`src/cmas_consts.svh`:
```
`ifndef CMAS_CONSTS_SVH
`define CMAS_CONSTS_SVH
// Address line layout (index 13 is the most significant line)
`define CMAS_ADDR_W 14
`define CMAS_STACK_HI 13
`define CMAS_STACK_LO 12
`define CMAS_Y_HI 11
`define CMAS_Y_LO 6
`define CMAS_X_HI 5
`define CMAS_X_LO 0
// Octal digit boundaries inside each coordinate
`define CMAS_XL_HI 2
`define CMAS_XH_LO 3
`define CMAS_YL_HI 8
`define CMAS_YH_LO 9
// Address register value after reset and after the clear pulse
`define CMAS_ADDR_RST 14'h0000
// Interlace word field carried onto the address lines
`define CMAS_IL_HI 23
`define CMAS_IL_LO 10
// Pulse counter values of interest
`define CMAS_T_ACLR 5'h0A
`define CMAS_T_ALOAD 5'h09
`define CMAS_T_MCLR 5'h08
`define CMAS_T_INH_ON 5'h15
`define CMAS_T_INH_OFF 5'h08
`endif

```
`src/cmas_pkg.sv`:
```
`default_nettype none
package cmas_pkg;
   typedef logic [13:0] cmas_addr_t;
   typedef logic [23:0] cmas_word_t;
   typedef logic [7:0] cmas_onehot8_t;
   typedef logic [4:0] cmas_pulse_t;
   typedef enum logic [1:0] {CMAS_IDLE, CMAS_READ, CMAS_WRITE} cmas_phase_t;
endpackage
`default_nettype wire

```
`src/cmas_octal_decoder.sv`:
```
`default_nettype none
module cmas_octal_decoder (
   input wire logic [2:0] digit,
   output logic [7:0] sel
);
   import cmas_pkg::*;
   // One output per octal value, built per line
   genvar gi;
   generate
      for (gi = 0; gi < 8; gi = gi + 1) begin : g_line
         assign sel[gi] = (digit == 3'(gi));
      end
   endgenerate
endmodule // cmas_octal_decoder
`default_nettype wire

```
`src/cmas_core_memory_address_select.sv`:
```
`include "cmas_consts.svh"
`default_nettype none
module cmas_core_memory_address_select #(
   parameter int LINES = 64
) (
   input wire logic core_clk,
   input wire logic rst_b,
   input wire logic clk_en,
   input wire logic [4:0] pulse_time,
   input wire logic memory_go_set,
   input wire logic memory_go_clear,
   input wire logic cycle_qualifier_one,
   input wire logic cycle_qualifier_two,
   input wire cmas_pkg::cmas_addr_t new_address,
   input wire logic buffer_access,
   input wire logic first_channel_sel,
   input wire cmas_pkg::cmas_word_t first_interlace_address,
   input wire cmas_pkg::cmas_word_t second_interlace_address,
   output cmas_pkg::cmas_addr_t address_reg,
   output cmas_pkg::cmas_addr_t address_lines,
   output logic [3:0] stack_sel,
   output logic [7:0] x_low_sel,
   output logic [7:0] x_high_sel,
   output logic [7:0] y_low_sel,
   output logic [7:0] y_high_sel,
   output logic [63:0] x_line_sel,
   output logic [63:0] y_line_sel,
   output logic [63:0] x_src_a,
   output logic [63:0] x_src_b,
   output logic [63:0] x_sink_a,
   output logic [63:0] x_sink_b,
   output logic [63:0] y_src_a,
   output logic [63:0] y_src_b,
   output logic [63:0] y_sink_a,
   output logic [63:0] y_sink_b,
   output logic memory_go,
   output logic read_dir,
   output logic write_dir,
   output logic inhibit_timing,
   output logic memory_data_clear,
   output logic address_clear
);
   import cmas_pkg::*;

   // Two octal digits per coordinate fix the line count
   if (LINES != 64) begin : g_bad_lines
      $error("only 64 drive lines per coordinate supported");
   end

   cmas_addr_t address_reg_r;
   logic memory_go_r;
   logic inhibit_r;
   logic mdc_r;
   logic aclr_r;
   cmas_addr_t il_addr;

   // Address register: clear at T10, load at T9
   always_ff @(posedge core_clk) begin
      if (!rst_b) begin
         address_reg_r <= `CMAS_ADDR_RST;
      end else if (clk_en) begin
         if (pulse_time == `CMAS_T_ACLR) begin
            address_reg_r <= `CMAS_ADDR_RST;
         end else if (pulse_time == `CMAS_T_ALOAD) begin
            address_reg_r <= new_address;
         end
      end
   end

   // One-cycle clear strobes registered for the neighbouring registers
   always_ff @(posedge core_clk) begin
      if (!rst_b) begin
         aclr_r <= 1'b0;
         mdc_r <= 1'b0;
      end else if (clk_en) begin
         aclr_r <= (pulse_time == `CMAS_T_ACLR);
         mdc_r <= (pulse_time == `CMAS_T_MCLR);
      end
   end

   // Memory go: set wins over clear so a start is never lost
   always_ff @(posedge core_clk) begin
      if (!rst_b) begin
         memory_go_r <= 1'b0;
      end else if (clk_en) begin
         if (memory_go_set) begin
            memory_go_r <= 1'b1;
         end else if (memory_go_clear) begin
            memory_go_r <= 1'b0;
         end
      end
   end

   // Inhibit window spans the cycle wrap, T21 on through T8 off
   always_ff @(posedge core_clk) begin
      if (!rst_b) begin
         inhibit_r <= 1'b0;
      end else if (clk_en) begin
         if (pulse_time == `CMAS_T_INH_ON) begin
            inhibit_r <= 1'b1;
         end else if (pulse_time == `CMAS_T_INH_OFF) begin
            inhibit_r <= 1'b0;
         end
      end
   end

   // Address source mux; decoding stays combinational to avoid a cycle of lag
   assign il_addr = first_channel_sel
      ? first_interlace_address[`CMAS_IL_HI:`CMAS_IL_LO]
      : second_interlace_address[`CMAS_IL_HI:`CMAS_IL_LO];
   assign address_lines = buffer_access ? il_addr : address_reg_r;
   assign address_reg = address_reg_r;

   // Stack select from the two top lines
   always_comb begin
      stack_sel = 4'h0;
      case (address_lines[`CMAS_STACK_HI:`CMAS_STACK_LO])
         2'b00: stack_sel = 4'h1;
         2'b01: stack_sel = 4'h2;
         2'b10: stack_sel = 4'h4;
         2'b11: stack_sel = 4'h8;
         default: stack_sel = 4'h0;
      endcase
   end

   // Four octal digit decoders
   cmas_octal_decoder u_xl (.digit(address_lines[`CMAS_XL_HI:`CMAS_X_LO]), .sel(x_low_sel));
   cmas_octal_decoder u_xh (.digit(address_lines[`CMAS_X_HI:`CMAS_XH_LO]), .sel(x_high_sel));
   cmas_octal_decoder u_yl (.digit(address_lines[`CMAS_YL_HI:`CMAS_Y_LO]), .sel(y_low_sel));
   cmas_octal_decoder u_yh (.digit(address_lines[`CMAS_Y_HI:`CMAS_YH_LO]), .sel(y_high_sel));

   // Direction terms
   assign memory_go = memory_go_r;
   assign inhibit_timing = inhibit_r;
   assign read_dir = memory_go_r && !cycle_qualifier_two;
   assign write_dir = memory_go_r && cycle_qualifier_two
      && (inhibit_r || cycle_qualifier_one);
   assign memory_data_clear = mdc_r;
   assign address_clear = aclr_r;

   // Per-line selection and switch/sink enables; even lines swap ends
   genvar gl;
   generate
      for (gl = 0; gl < LINES; gl = gl + 1) begin : g_line
         localparam bit EVEN = ((gl % 2) == 0);
         assign x_line_sel[gl] = x_high_sel[gl/8] && x_low_sel[gl%8];
         assign y_line_sel[gl] = y_high_sel[gl/8] && y_low_sel[gl%8];
         // Source on end A and sink on end B in one phase, reversed in the other
         assign x_src_a[gl] = x_line_sel[gl] && (EVEN ? write_dir : read_dir);
         assign x_sink_b[gl] = x_src_a[gl];
         assign x_src_b[gl] = x_line_sel[gl] && (EVEN ? read_dir : write_dir);
         assign x_sink_a[gl] = x_src_b[gl];
         assign y_src_a[gl] = y_line_sel[gl] && (EVEN ? write_dir : read_dir);
         assign y_sink_b[gl] = y_src_a[gl];
         assign y_src_b[gl] = y_line_sel[gl] && (EVEN ? read_dir : write_dir);
         assign y_sink_a[gl] = y_src_b[gl];
      end
   endgenerate
endmodule // cmas_core_memory_address_select
`default_nettype wire

```
`config.mk`:
```
export PLATFORM = sky130hd
export DESIGN_NAME = cmas_core_memory_address_select
export DESIGN_NICKNAME = d
export VERILOG_FILES = /design/src/cmas_pkg.sv /design/src/cmas_octal_decoder.sv /design/src/cmas_core_memory_address_select.sv
export VERILOG_INCLUDE_DIRS = /design/src /design/src/src
export SDC_FILE = /design/constraint.sdc
export NUM_CORES = 1
export LEC_CHECK = 0
export BUFFER_PORTS_ARGS = -buffer_cell sky130_fd_sc_hd__buf_2
export CAP_MARGIN = 20
export CORE_AREA = 2 2 305 307
export CTS_CLUSTER_SIZE = 24
export DETAILED_ROUTE_END_ITERATION = 10
export DIE_AREA = 0 0 307 309
export SETUP_SLACK_MARGIN = 0.1
export SLEW_MARGIN = 40
export SYNTH_ARGS = -nofsm -noshare
export SYNTH_HDL_FRONTEND = slang
export SYNTH_HIERARCHICAL = 1
export SYNTH_SLANG_ARGS = --single-unit
```
`constraint.sdc`:
```
create_clock -name core_clk -period 6.2 [get_ports core_clk]
set_input_delay 1.24 -clock core_clk [delete_from_list [all_inputs] [get_ports core_clk]]
set_output_delay 1.24 -clock core_clk [all_outputs]
set_load 0.03 [all_outputs]
```
# Word-level counts from Yosys, hierarchy flattened
# Index checks and enable logic that the tools add are counted.
# totals
ff_bits	18
latchBits	0
ramBits	0
romBits	0
input_bits	76
output_inout_bits	710
wordCells	449
mem_count	0
# op_classes
add_sub_neg	0
mul	0
div_mod_pow	0
n_lt_le_gt_ge	0
n_eq_ne	35
shift	0
n_mux	9
n_bitwise	0
reduce_logical	400
# op_table
op	n
logical AND 1 bit	387
2-to-1 mux 14 bit	4
== test 3 bit, second input constant	16
== test 3 x 2 -> 1 bit, second input constant	8
case mux 4 bit (4 select lines)	1
== test 5 x 4 -> 1 bit, second input constant	3
== test 3 x 1 -> 1 bit, second input constant	4
zero test 3 bit	4
AND reduction 2 bit	3
nonzero test 2 bit	3
== test 5 bit, second input constant	1
== test 2 bit, second input constant	2
2-to-1 mux 1 bit	4
== test 2 x 1 -> 1 bit, second input constant	1
zero test 2 bit	1
zero test 1 bit	1
logical OR 1 bit	1

# Longest topological paths before layout
# Gate-level depths: netlist (run 1).
# depth
word_depth	5
ltp_mapped	9
mapped_depth_nobuf	5

# Cells and area by module
# Netlist (run 1), hierarchy kept.
# by_module_without_submodules
mod	instances	cells_per_inst	area_per_inst_um2	seq_area_each_um2
cmas_core_memory_address_select	1	969	5231.3	360.3
cmas_octal_decoder	4	8	65.1	0.0

# Least setup slack after synthesis (run 1)
# Ideal clock, no wire load.
# synth_path
path_type	input-to-output
startpoint	in buffer_access
endpoint	out y_src_a[11]
arrival_time_ps	4573
t_required_ps	4960
slack_ps	387
cell_stages	9
path_buffers	4
cell_sequence	clkbuf_1 buf_1 nor2_1 a21oi_1 nor3b_1 clkbuf_1 nand2_1 nor2_1 buf_4
# synth_via
elab_chain_len	4
# synth_lines
element	line_no	text
start, declared	cmas_core_memory_address_select.sv:15	input wire logic buffer_access,
2-to-1 mux 14 bit	cmas_core_memory_address_select.sv:111	assign address_lines = buffer_access ? il_addr : address_reg_r;
via address_lines[9]	cmas_core_memory_address_select.sv:20	output cmas_pkg::cmas_addr_t address_lines,
== test 3 x 1 -> 1 bit	cmas_octal_decoder.sv:11	assign sel[gi] = (digit == 3'(gi));
via y_high_sel[1]	cmas_core_memory_address_select.sv:25	output logic [7:0] y_high_sel,
logical AND 1 bit	cmas_core_memory_address_select.sv:147	assign y_line_sel[gl] = y_high_sel[gl/8] && y_low_sel[gl%8];
logical AND 1 bit	cmas_core_memory_address_select.sv:153	assign y_src_a[gl] = y_line_sel[gl] && (EVEN ? write_dir : read_dir);
end, declared	cmas_core_memory_address_select.sv:32	output logic [63:0] y_src_a,
# The timed path passes the listed nets, and every way through them passes these cells.

# Worst setup path after layout (run 1)
# layout_path
startpoint	in buffer_access
endpoint	out y_sink_b[20]
# layout_via
elab_chain_len	4
# layout_lines
element	line_no	text
2-to-1 mux 14 bit (*)	cmas_core_memory_address_select.sv:111	
== test 3 x 2 -> 1 bit / == test 3 bit (equally long branches)	cmas_octal_decoder.sv:11	
logical AND 1 bit (*)	cmas_core_memory_address_select.sv:147	
logical AND 1 bit (*)	cmas_core_memory_address_select.sv:153	
end, declared	cmas_core_memory_address_select.sv:35	output logic [63:0] y_sink_b,
# Mark *: on every way between the ends. The rest lies on a longest branch, timed or not.

==> flow_metrics.env, run 1 <==
export IMPL_vias_per_cell=2.99
export IMPL_cts_hold_fix_buffers=0
export IMPL_clk_latency_ns=0.25
export IMPL_numCtsBuffers=3
export IMPL_busiest_layer="met2"
export IMPL_postCtsSetupBuffers=0
export IMPL_setup_violations=0
export IMPL_routedWlPerCell_um=22.8
export IMPL_gr_usage_met3_pct=4.60
export IMPL_final_setup_tns_ns=0
export IMPL_final_cell_mix="buf_2, nor2_1, nand2_1, inv_1, buf_4"
export IMPL_holdPathStages=2
export IMPL_nets=1559
export IMPL_dieArea_mm2=0.0949
export IMPL_hold_class="flip-flop to flip-flop"
export IMPL_cp_max_fo=24
export IMPL_nFillCells=10900
export IMPL_largest_reg_flops=14
export IMPL_finClkSkew_ns=0
export IMPL_grt_antenna_before_repair=1
export IMPL_startpoint_type="input port"
export IMPL_wl_um=60900
export IMPL_syn_nets=1077
export IMPL_crit_path_end_kind="output pin"
export IMPL_yosys_warnings=6
export IMPL_drv_cap=0
export IMPL_outcome="finished, final reports clean"
export IMPL_layout_setup_ws_ns=0.941
export IMPL_grt_start_max_net_pins=130
export IMPL_post_cts_resized=0
export IMPL_peakVddDrop_mv=0.0865
export IMPL_slew_violations=0
export IMPL_tightest_slew_ns=0.801
export IMPL_clk_path_buf_depth=2
export IMPL_dr_total_vias=7993
export IMPL_core_area_mm2=0.0914
export IMPL_synth_distinct_cells=31
export IMPL_r2r_start="address_clear"
export IMPL_pre_cts_ws_ns=0.652
export IMPL_grt_use_met2_pct=19.6
export IMPL_crit_required_ns=4.96
export IMPL_critPathKind="input port to output pin"
export IMPL_gp_congestion=0.941
export IMPL_ys_seq_area_share_pct=6.56
export IMPL_cts_tree="done"
export IMPL_initial_utilization_pct=6.01
export IMPL_grt_pass1_vias=7235
export IMPL_grt_usage_pct=11.8
export IMPL_final_area_mm2=0.00917
export IMPL_overflow=0
export IMPL_ios=786
export IMPL_core_rowCount=111
export IMPL_clkTransAtPathRegs_ns=0.06
export IMPL_drtIter0Drc=429
export IMPL_port_buffer_count=765
export IMPL_clock_sinks=18
export IMPL_finalNonFillerCells=2672
export IMPL_power_uw=655
export IMPL_hold_viol_final=0
export IMPL_final_common_cell="buf_2"
export IMPL_dp_cells=2664
export IMPL_whs_endpoint="address_reg[7]"
export IMPL_cts_htree_levels=1
export IMPL_crit_arrival_ns=4.02
export IMPL_drive_above_1_share_pct=57.8
export IMPL_die_w_um=307
export IMPL_powerDensity_mw_per_mm2=71.4
export IMPL_syn_avg_cell_area_um2=5.49
export IMPL_yosys_register_bits=18
export IMPL_min_delay_start="address_reg[7]"
export IMPL_drt_pass1_iterations=5
export IMPL_netlist_area_mm2=0.00549
export IMPL_die_h_um=309
export IMPL_dpl_cell_area_mm2=0.00907
export IMPL_drt_antenna_violating_nets=0
export IMPL_slew_headroom_pct=46.6
export IMPL_syn_inst=1001
export IMPL_final_period_utilization_pct=84.8
export IMPL_flow_area_growth_from_synthesis_pct=67.0
export IMPL_rrSetupSlack_ns=5.47
export IMPL_rr_endpoint="address_clear"
export IMPL_min_period_ns=5.26
export IMPL_drc=0
export IMPL_dp_hpwl_um=51700
export IMPL_reg2regPathDepth=3
export IMPL_clock_fmax_mhz=190
export IMPL_rsz0062_at_grt="false"
export IMPL_root_buffer="clkbuf_16"
export IMPL_use_met1_pct=14.2
export IMPL_grt_pass1_wl_um=73200
export IMPL_p_leak_uw=0.00660
## Yosys cell counts
| master | n | area, um2 |
|---|---|---|
| o22ai_1 | 1 | 6.26 |
| and2_1 | 2 | 12.5 |
| inv_1 | 131 | 492 |
| nor2b_1 | 4 | 25.0 |
| clkbuf_2 | 1 | 5.00 |
| xor2_2 | 1 | 16.3 |
| and4bb_2 | 1 | 12.5 |
| nor3b_1 | 12 | 90.1 |
| nand2_1 | 145 | 544 |
| buf_4 | 256 | 1920 |
| nand3_1 | 14 | 70.1 |
| nand4_4 | 1 | 21.3 |
| nand4_1 | 1 | 6.26 |
| buf_6 | 1 | 11.3 |
| o21ai_0 | 1 | 5.00 |
| a21oi_1 | 14 | 70.1 |
| nor3b_2 | 1 | 12.5 |
| nand2b_1 | 2 | 12.5 |
| and3_2 | 4 | 30.0 |
| buf_1 | 2 | 7.51 |
| dfxtp_1 | 18 | 360 |
| a22oi_1 | 1 | 7.51 |
| or4b_4 | 1 | 13.8 |
| mux2i_1 | 28 | 280 |
| and3b_2 | 12 | 120 |
| clkbuf_1 | 47 | 176 |
| o21a_1 | 1 | 7.51 |
| buf_2 | 21 | 105 |
| nor3_1 | 4 | 20.0 |
| o211ai_1 | 1 | 7.51 |
| nor2_1 | 272 | 1020 |
## layer usage
layer | part of all wire, % | up-vias
li1 | - | 3663
met1 | 41 | 3766
met2 | 46 | 507
met3 | 10 | 57
met4 | 2.8 | 0
met5 | 0 | -
## logic make-up (layout without fill, tap and decap cells)
group           Yosys count  count (layout)  share of synthesized area (%)
mux                      28              28                           5.10
simple gates            476             476                           36.6
buf+inv                 459             940                           49.5
other cells               0               4                              0
flops                    18              18                           6.56
compound gates           19              19                           1.89
xor+xnor                  1               1                          0.296
## per-stage QoR
step / utilization (%) / hold WS, ns
after floorplan: - / 0.589
after global placement: 9.88 / 0.466
after detailed placement: 9.92 / 0.469
after CTS: 10.0 / 0.483
after global routing: 10.0 / 0.496
final: 10.0 / 0.482
## power breakdown
group	total [uW]	switching (uW)	leakage, uW	internal, uW
clock network	152	53.3	0.0000442	98.5
logic	384	294	0.00641	90.2
registers	119	1.77	0.000145	117
## area by class of cell
class	count	area, um2	area share (%)
diodes	4	10.0	0.109
multi-input cells	524	2550	27.9
well taps	1186	1480	16.2
repair buffers	805	4180	45.6
clock buffers	4	88.8	0.969
flip-flops and latches	18	360	3.93
inverters	131	492	5.36
## worst max-delay path, stage by stage
cell     delay [ns]
buf_2          0.50
nor2_1         0.16
a21oi_4        0.50
nor3b_2        0.67
nand2_1        0.35
nor2_1         0.25
buf_2          0.30
## worst max-delay path by stage
stage / start / end / cells after the start
after detailed placement: buffer_access / y_src_a[22] / 7
after CTS: buffer_access / y_src_a[22] / 7
after global placement: buffer_access / y_src_a[22] / 7
final: buffer_access / y_sink_b[20] / 7
after floorplan: buffer_access / y_src_a[11] / 9
after global routing: buffer_access / y_src_a[22] / 7
(Power assumes the default switching activity.)
==> run 2: changes to the inputs <==
- clock period: 6.2 -> 5.4 ns (I/O delays scaled with it)
==> run 2 against run 1 <==
Effect of this change:
- sequential share of layout area is 0.081 points lower
- hold slack gained 0.0022 ns
- non-clock buffer count rose by 15
- power grew 15%
- die area is the same
- combinational power grew 16%
- clock-buffer cell count did not move
- critical endpoint is now y_sink_b[63]
- largest cell class unchanged
==> flow_metrics.env, run 2 (same netlist as run 1, synthesis figures left out) <==
export IMPL_outcome="finished, final reports clean"
export IMPL_crit_required_ns=4.32
export IMPL_dieArea_mm2=0.0949
export IMPL_drt_antenna_violating_nets=0
export IMPL_rrSetupSlack_ns=4.69
export IMPL_clock_fmax_mhz=202
export IMPL_hold_viol_final=0
export IMPL_startpoint_type="input port"
export IMPL_grt_start_max_net_pins=130
export IMPL_grt_antenna_before_repair=10
export IMPL_layout_setup_ws_ns=0.458
export IMPL_cts_tree="done"
export IMPL_dp_cells=2678
export IMPL_clock_sinks=18
export IMPL_pwr_share_clk_pct=22.8
export IMPL_min_period_ns=4.94
export IMPL_nets=1574
export IMPL_cp_max_fo=17
export IMPL_routedWlPerCell_um=23.4
export IMPL_drt_pass1_iterations=5
export IMPL_clk_path_buf_depth=2
export IMPL_overflow=0
export IMPL_core_rowCount=111
export IMPL_switching_share_pct=51.6
export IMPL_rsz0062_at_grt="false"
export IMPL_slew_headroom_pct=47.8
export IMPL_critPathKind="input port to output pin"
export IMPL_drtIter0Drc=391
export IMPL_grt_usage_pct=12.2
export IMPL_p_int_uw=365
export IMPL_slew_violations=0
export IMPL_initial_utilization_pct=6.01
export IMPL_finalNonFillerCells=2688
export IMPL_crit_arrival_ns=3.86
export IMPL_crit_path_end_kind="output pin"
export IMPL_grt_pass1_wl_um=75500
export IMPL_whs_ns=0.484
export IMPL_post_cts_resized=0
export IMPL_die_w_um=307
export IMPL_final_setup_tns_ns=0
export IMPL_root_buffer="clkbuf_16"
export IMPL_wl_um=62800
export IMPL_gp_congestion=0.922
export IMPL_powerDensity_mw_per_mm2=80.5
export IMPL_grt_pass1_vias=7292
export IMPL_peakVddDrop_mv=0.0908
export IMPL_pre_cts_ws_ns=0.224
export IMPL_clk_latency_ns=0.25
export IMPL_tightest_slew_ns=0.783
export IMPL_drc=0
export IMPL_core_area_mm2=0.0914
export IMPL_pwr_share_seq_pct=18.1
export IMPL_final_common_cell="buf_2"
export IMPL_finClkSkew_ns=0
export IMPL_hold_class="flip-flop to flip-flop"
export IMPL_power_combinational_fraction_pct=59.1
export IMPL_final_period_utilization_pct=91.5
export IMPL_switchingPower_uw=389
export IMPL_cts_hold_fix_buffers=0
export IMPL_dr_total_vias=8076
export IMPL_drive_above_1_share_pct=57.9
export IMPL_postCtsSetupBuffers=0
export IMPL_fin_util_pct=10.2
export IMPL_port_buffer_count=765
export IMPL_flow_area_growth_from_synthesis_pct=70.5
export IMPL_cts_htree_levels=1
export IMPL_ios=786
export IMPL_vias_per_cell=3.00
export IMPL_numCtsBuffers=3
export IMPL_p_leak_uw=0.00670
export IMPL_dp_hpwl_um=54100
export IMPL_die_h_um=309
export IMPL_final_cell_mix="buf_2, nor2_1, nand2_1, inv_1, buf_4"
export IMPL_nFillCells=10800
export IMPL_setup_violations=0
export IMPL_clkTransAtPathRegs_ns=0.06
export IMPL_largest_reg_flops=14
export IMPL_drv_cap=0
## run 2: worst max-delay path: stages
cell	delay [ns]
buf_2	0.34
buf_4	0.24
nor2_1	0.05
a21oi_1	0.59
and3_2	0.67
nand2_1	0.22
nor2_1	0.37
buf_2	0.28
## run 2: worst paths after layout
| path | startpoint | endpoint | depth (start not counted) |
|---|---|---|---|
| setup / recovery | buffer_access | y_sink_b[63] | 8 |
| hold / removal | inhibit_timing | inhibit_timing | 2 |
| setup reg to reg | address_clear | address_clear | 3 |
| hold reg to reg | inhibit_timing | inhibit_timing | 2 |
## run 2: power by group through the flow
| stage | clock network, uW | logic, uW | registers, uW |
|---|---|---|---|
| 3_3_place_gp | 0 | 462 | 140 |
| 6_report | 172 | 445 | 137 |
| 4_1_cts | 177 | 464 | 137 |
| 5_1_grt | 185 | 482 | 137 |
| 2_1_floorplan | 0 | 212 | 143 |
| 3_5_place_dp | 0 | 463 | 140 |
## run 2: through the flow
stage | cell area, um2 | total power (uW)
after global routing | 9350 | 804
final | 9360 | 754
after CTS | 9320 | 778
after global placement | 9230 | 602
after detailed placement | 9230 | 603
after floorplan | 5500 | 354
## run 2: cell type report
| cell class | count | area, um2 | share of cell area, % |
|---|---|---|---|
| tap | 1186 | 1480 | 15.9 |
| antenna | 5 | 12.5 | 0.134 |
| sequential | 18 | 360 | 3.85 |
| inverter | 131 | 492 | 5.25 |
| clock buffer | 4 | 88.8 | 0.949 |
| multi-input combinational | 524 | 2520 | 27.0 |
| timing repair buffer | 820 | 4400 | 47.0 |
## run 2: per-layer routing
layer / part of all wire (%) / global-route usage, %
met1: 40 / 14.1
met2: 48 / 21.0
met3: 11 / 5.47
met4: 1.4 / 1.72
met5: 0.021 / 0
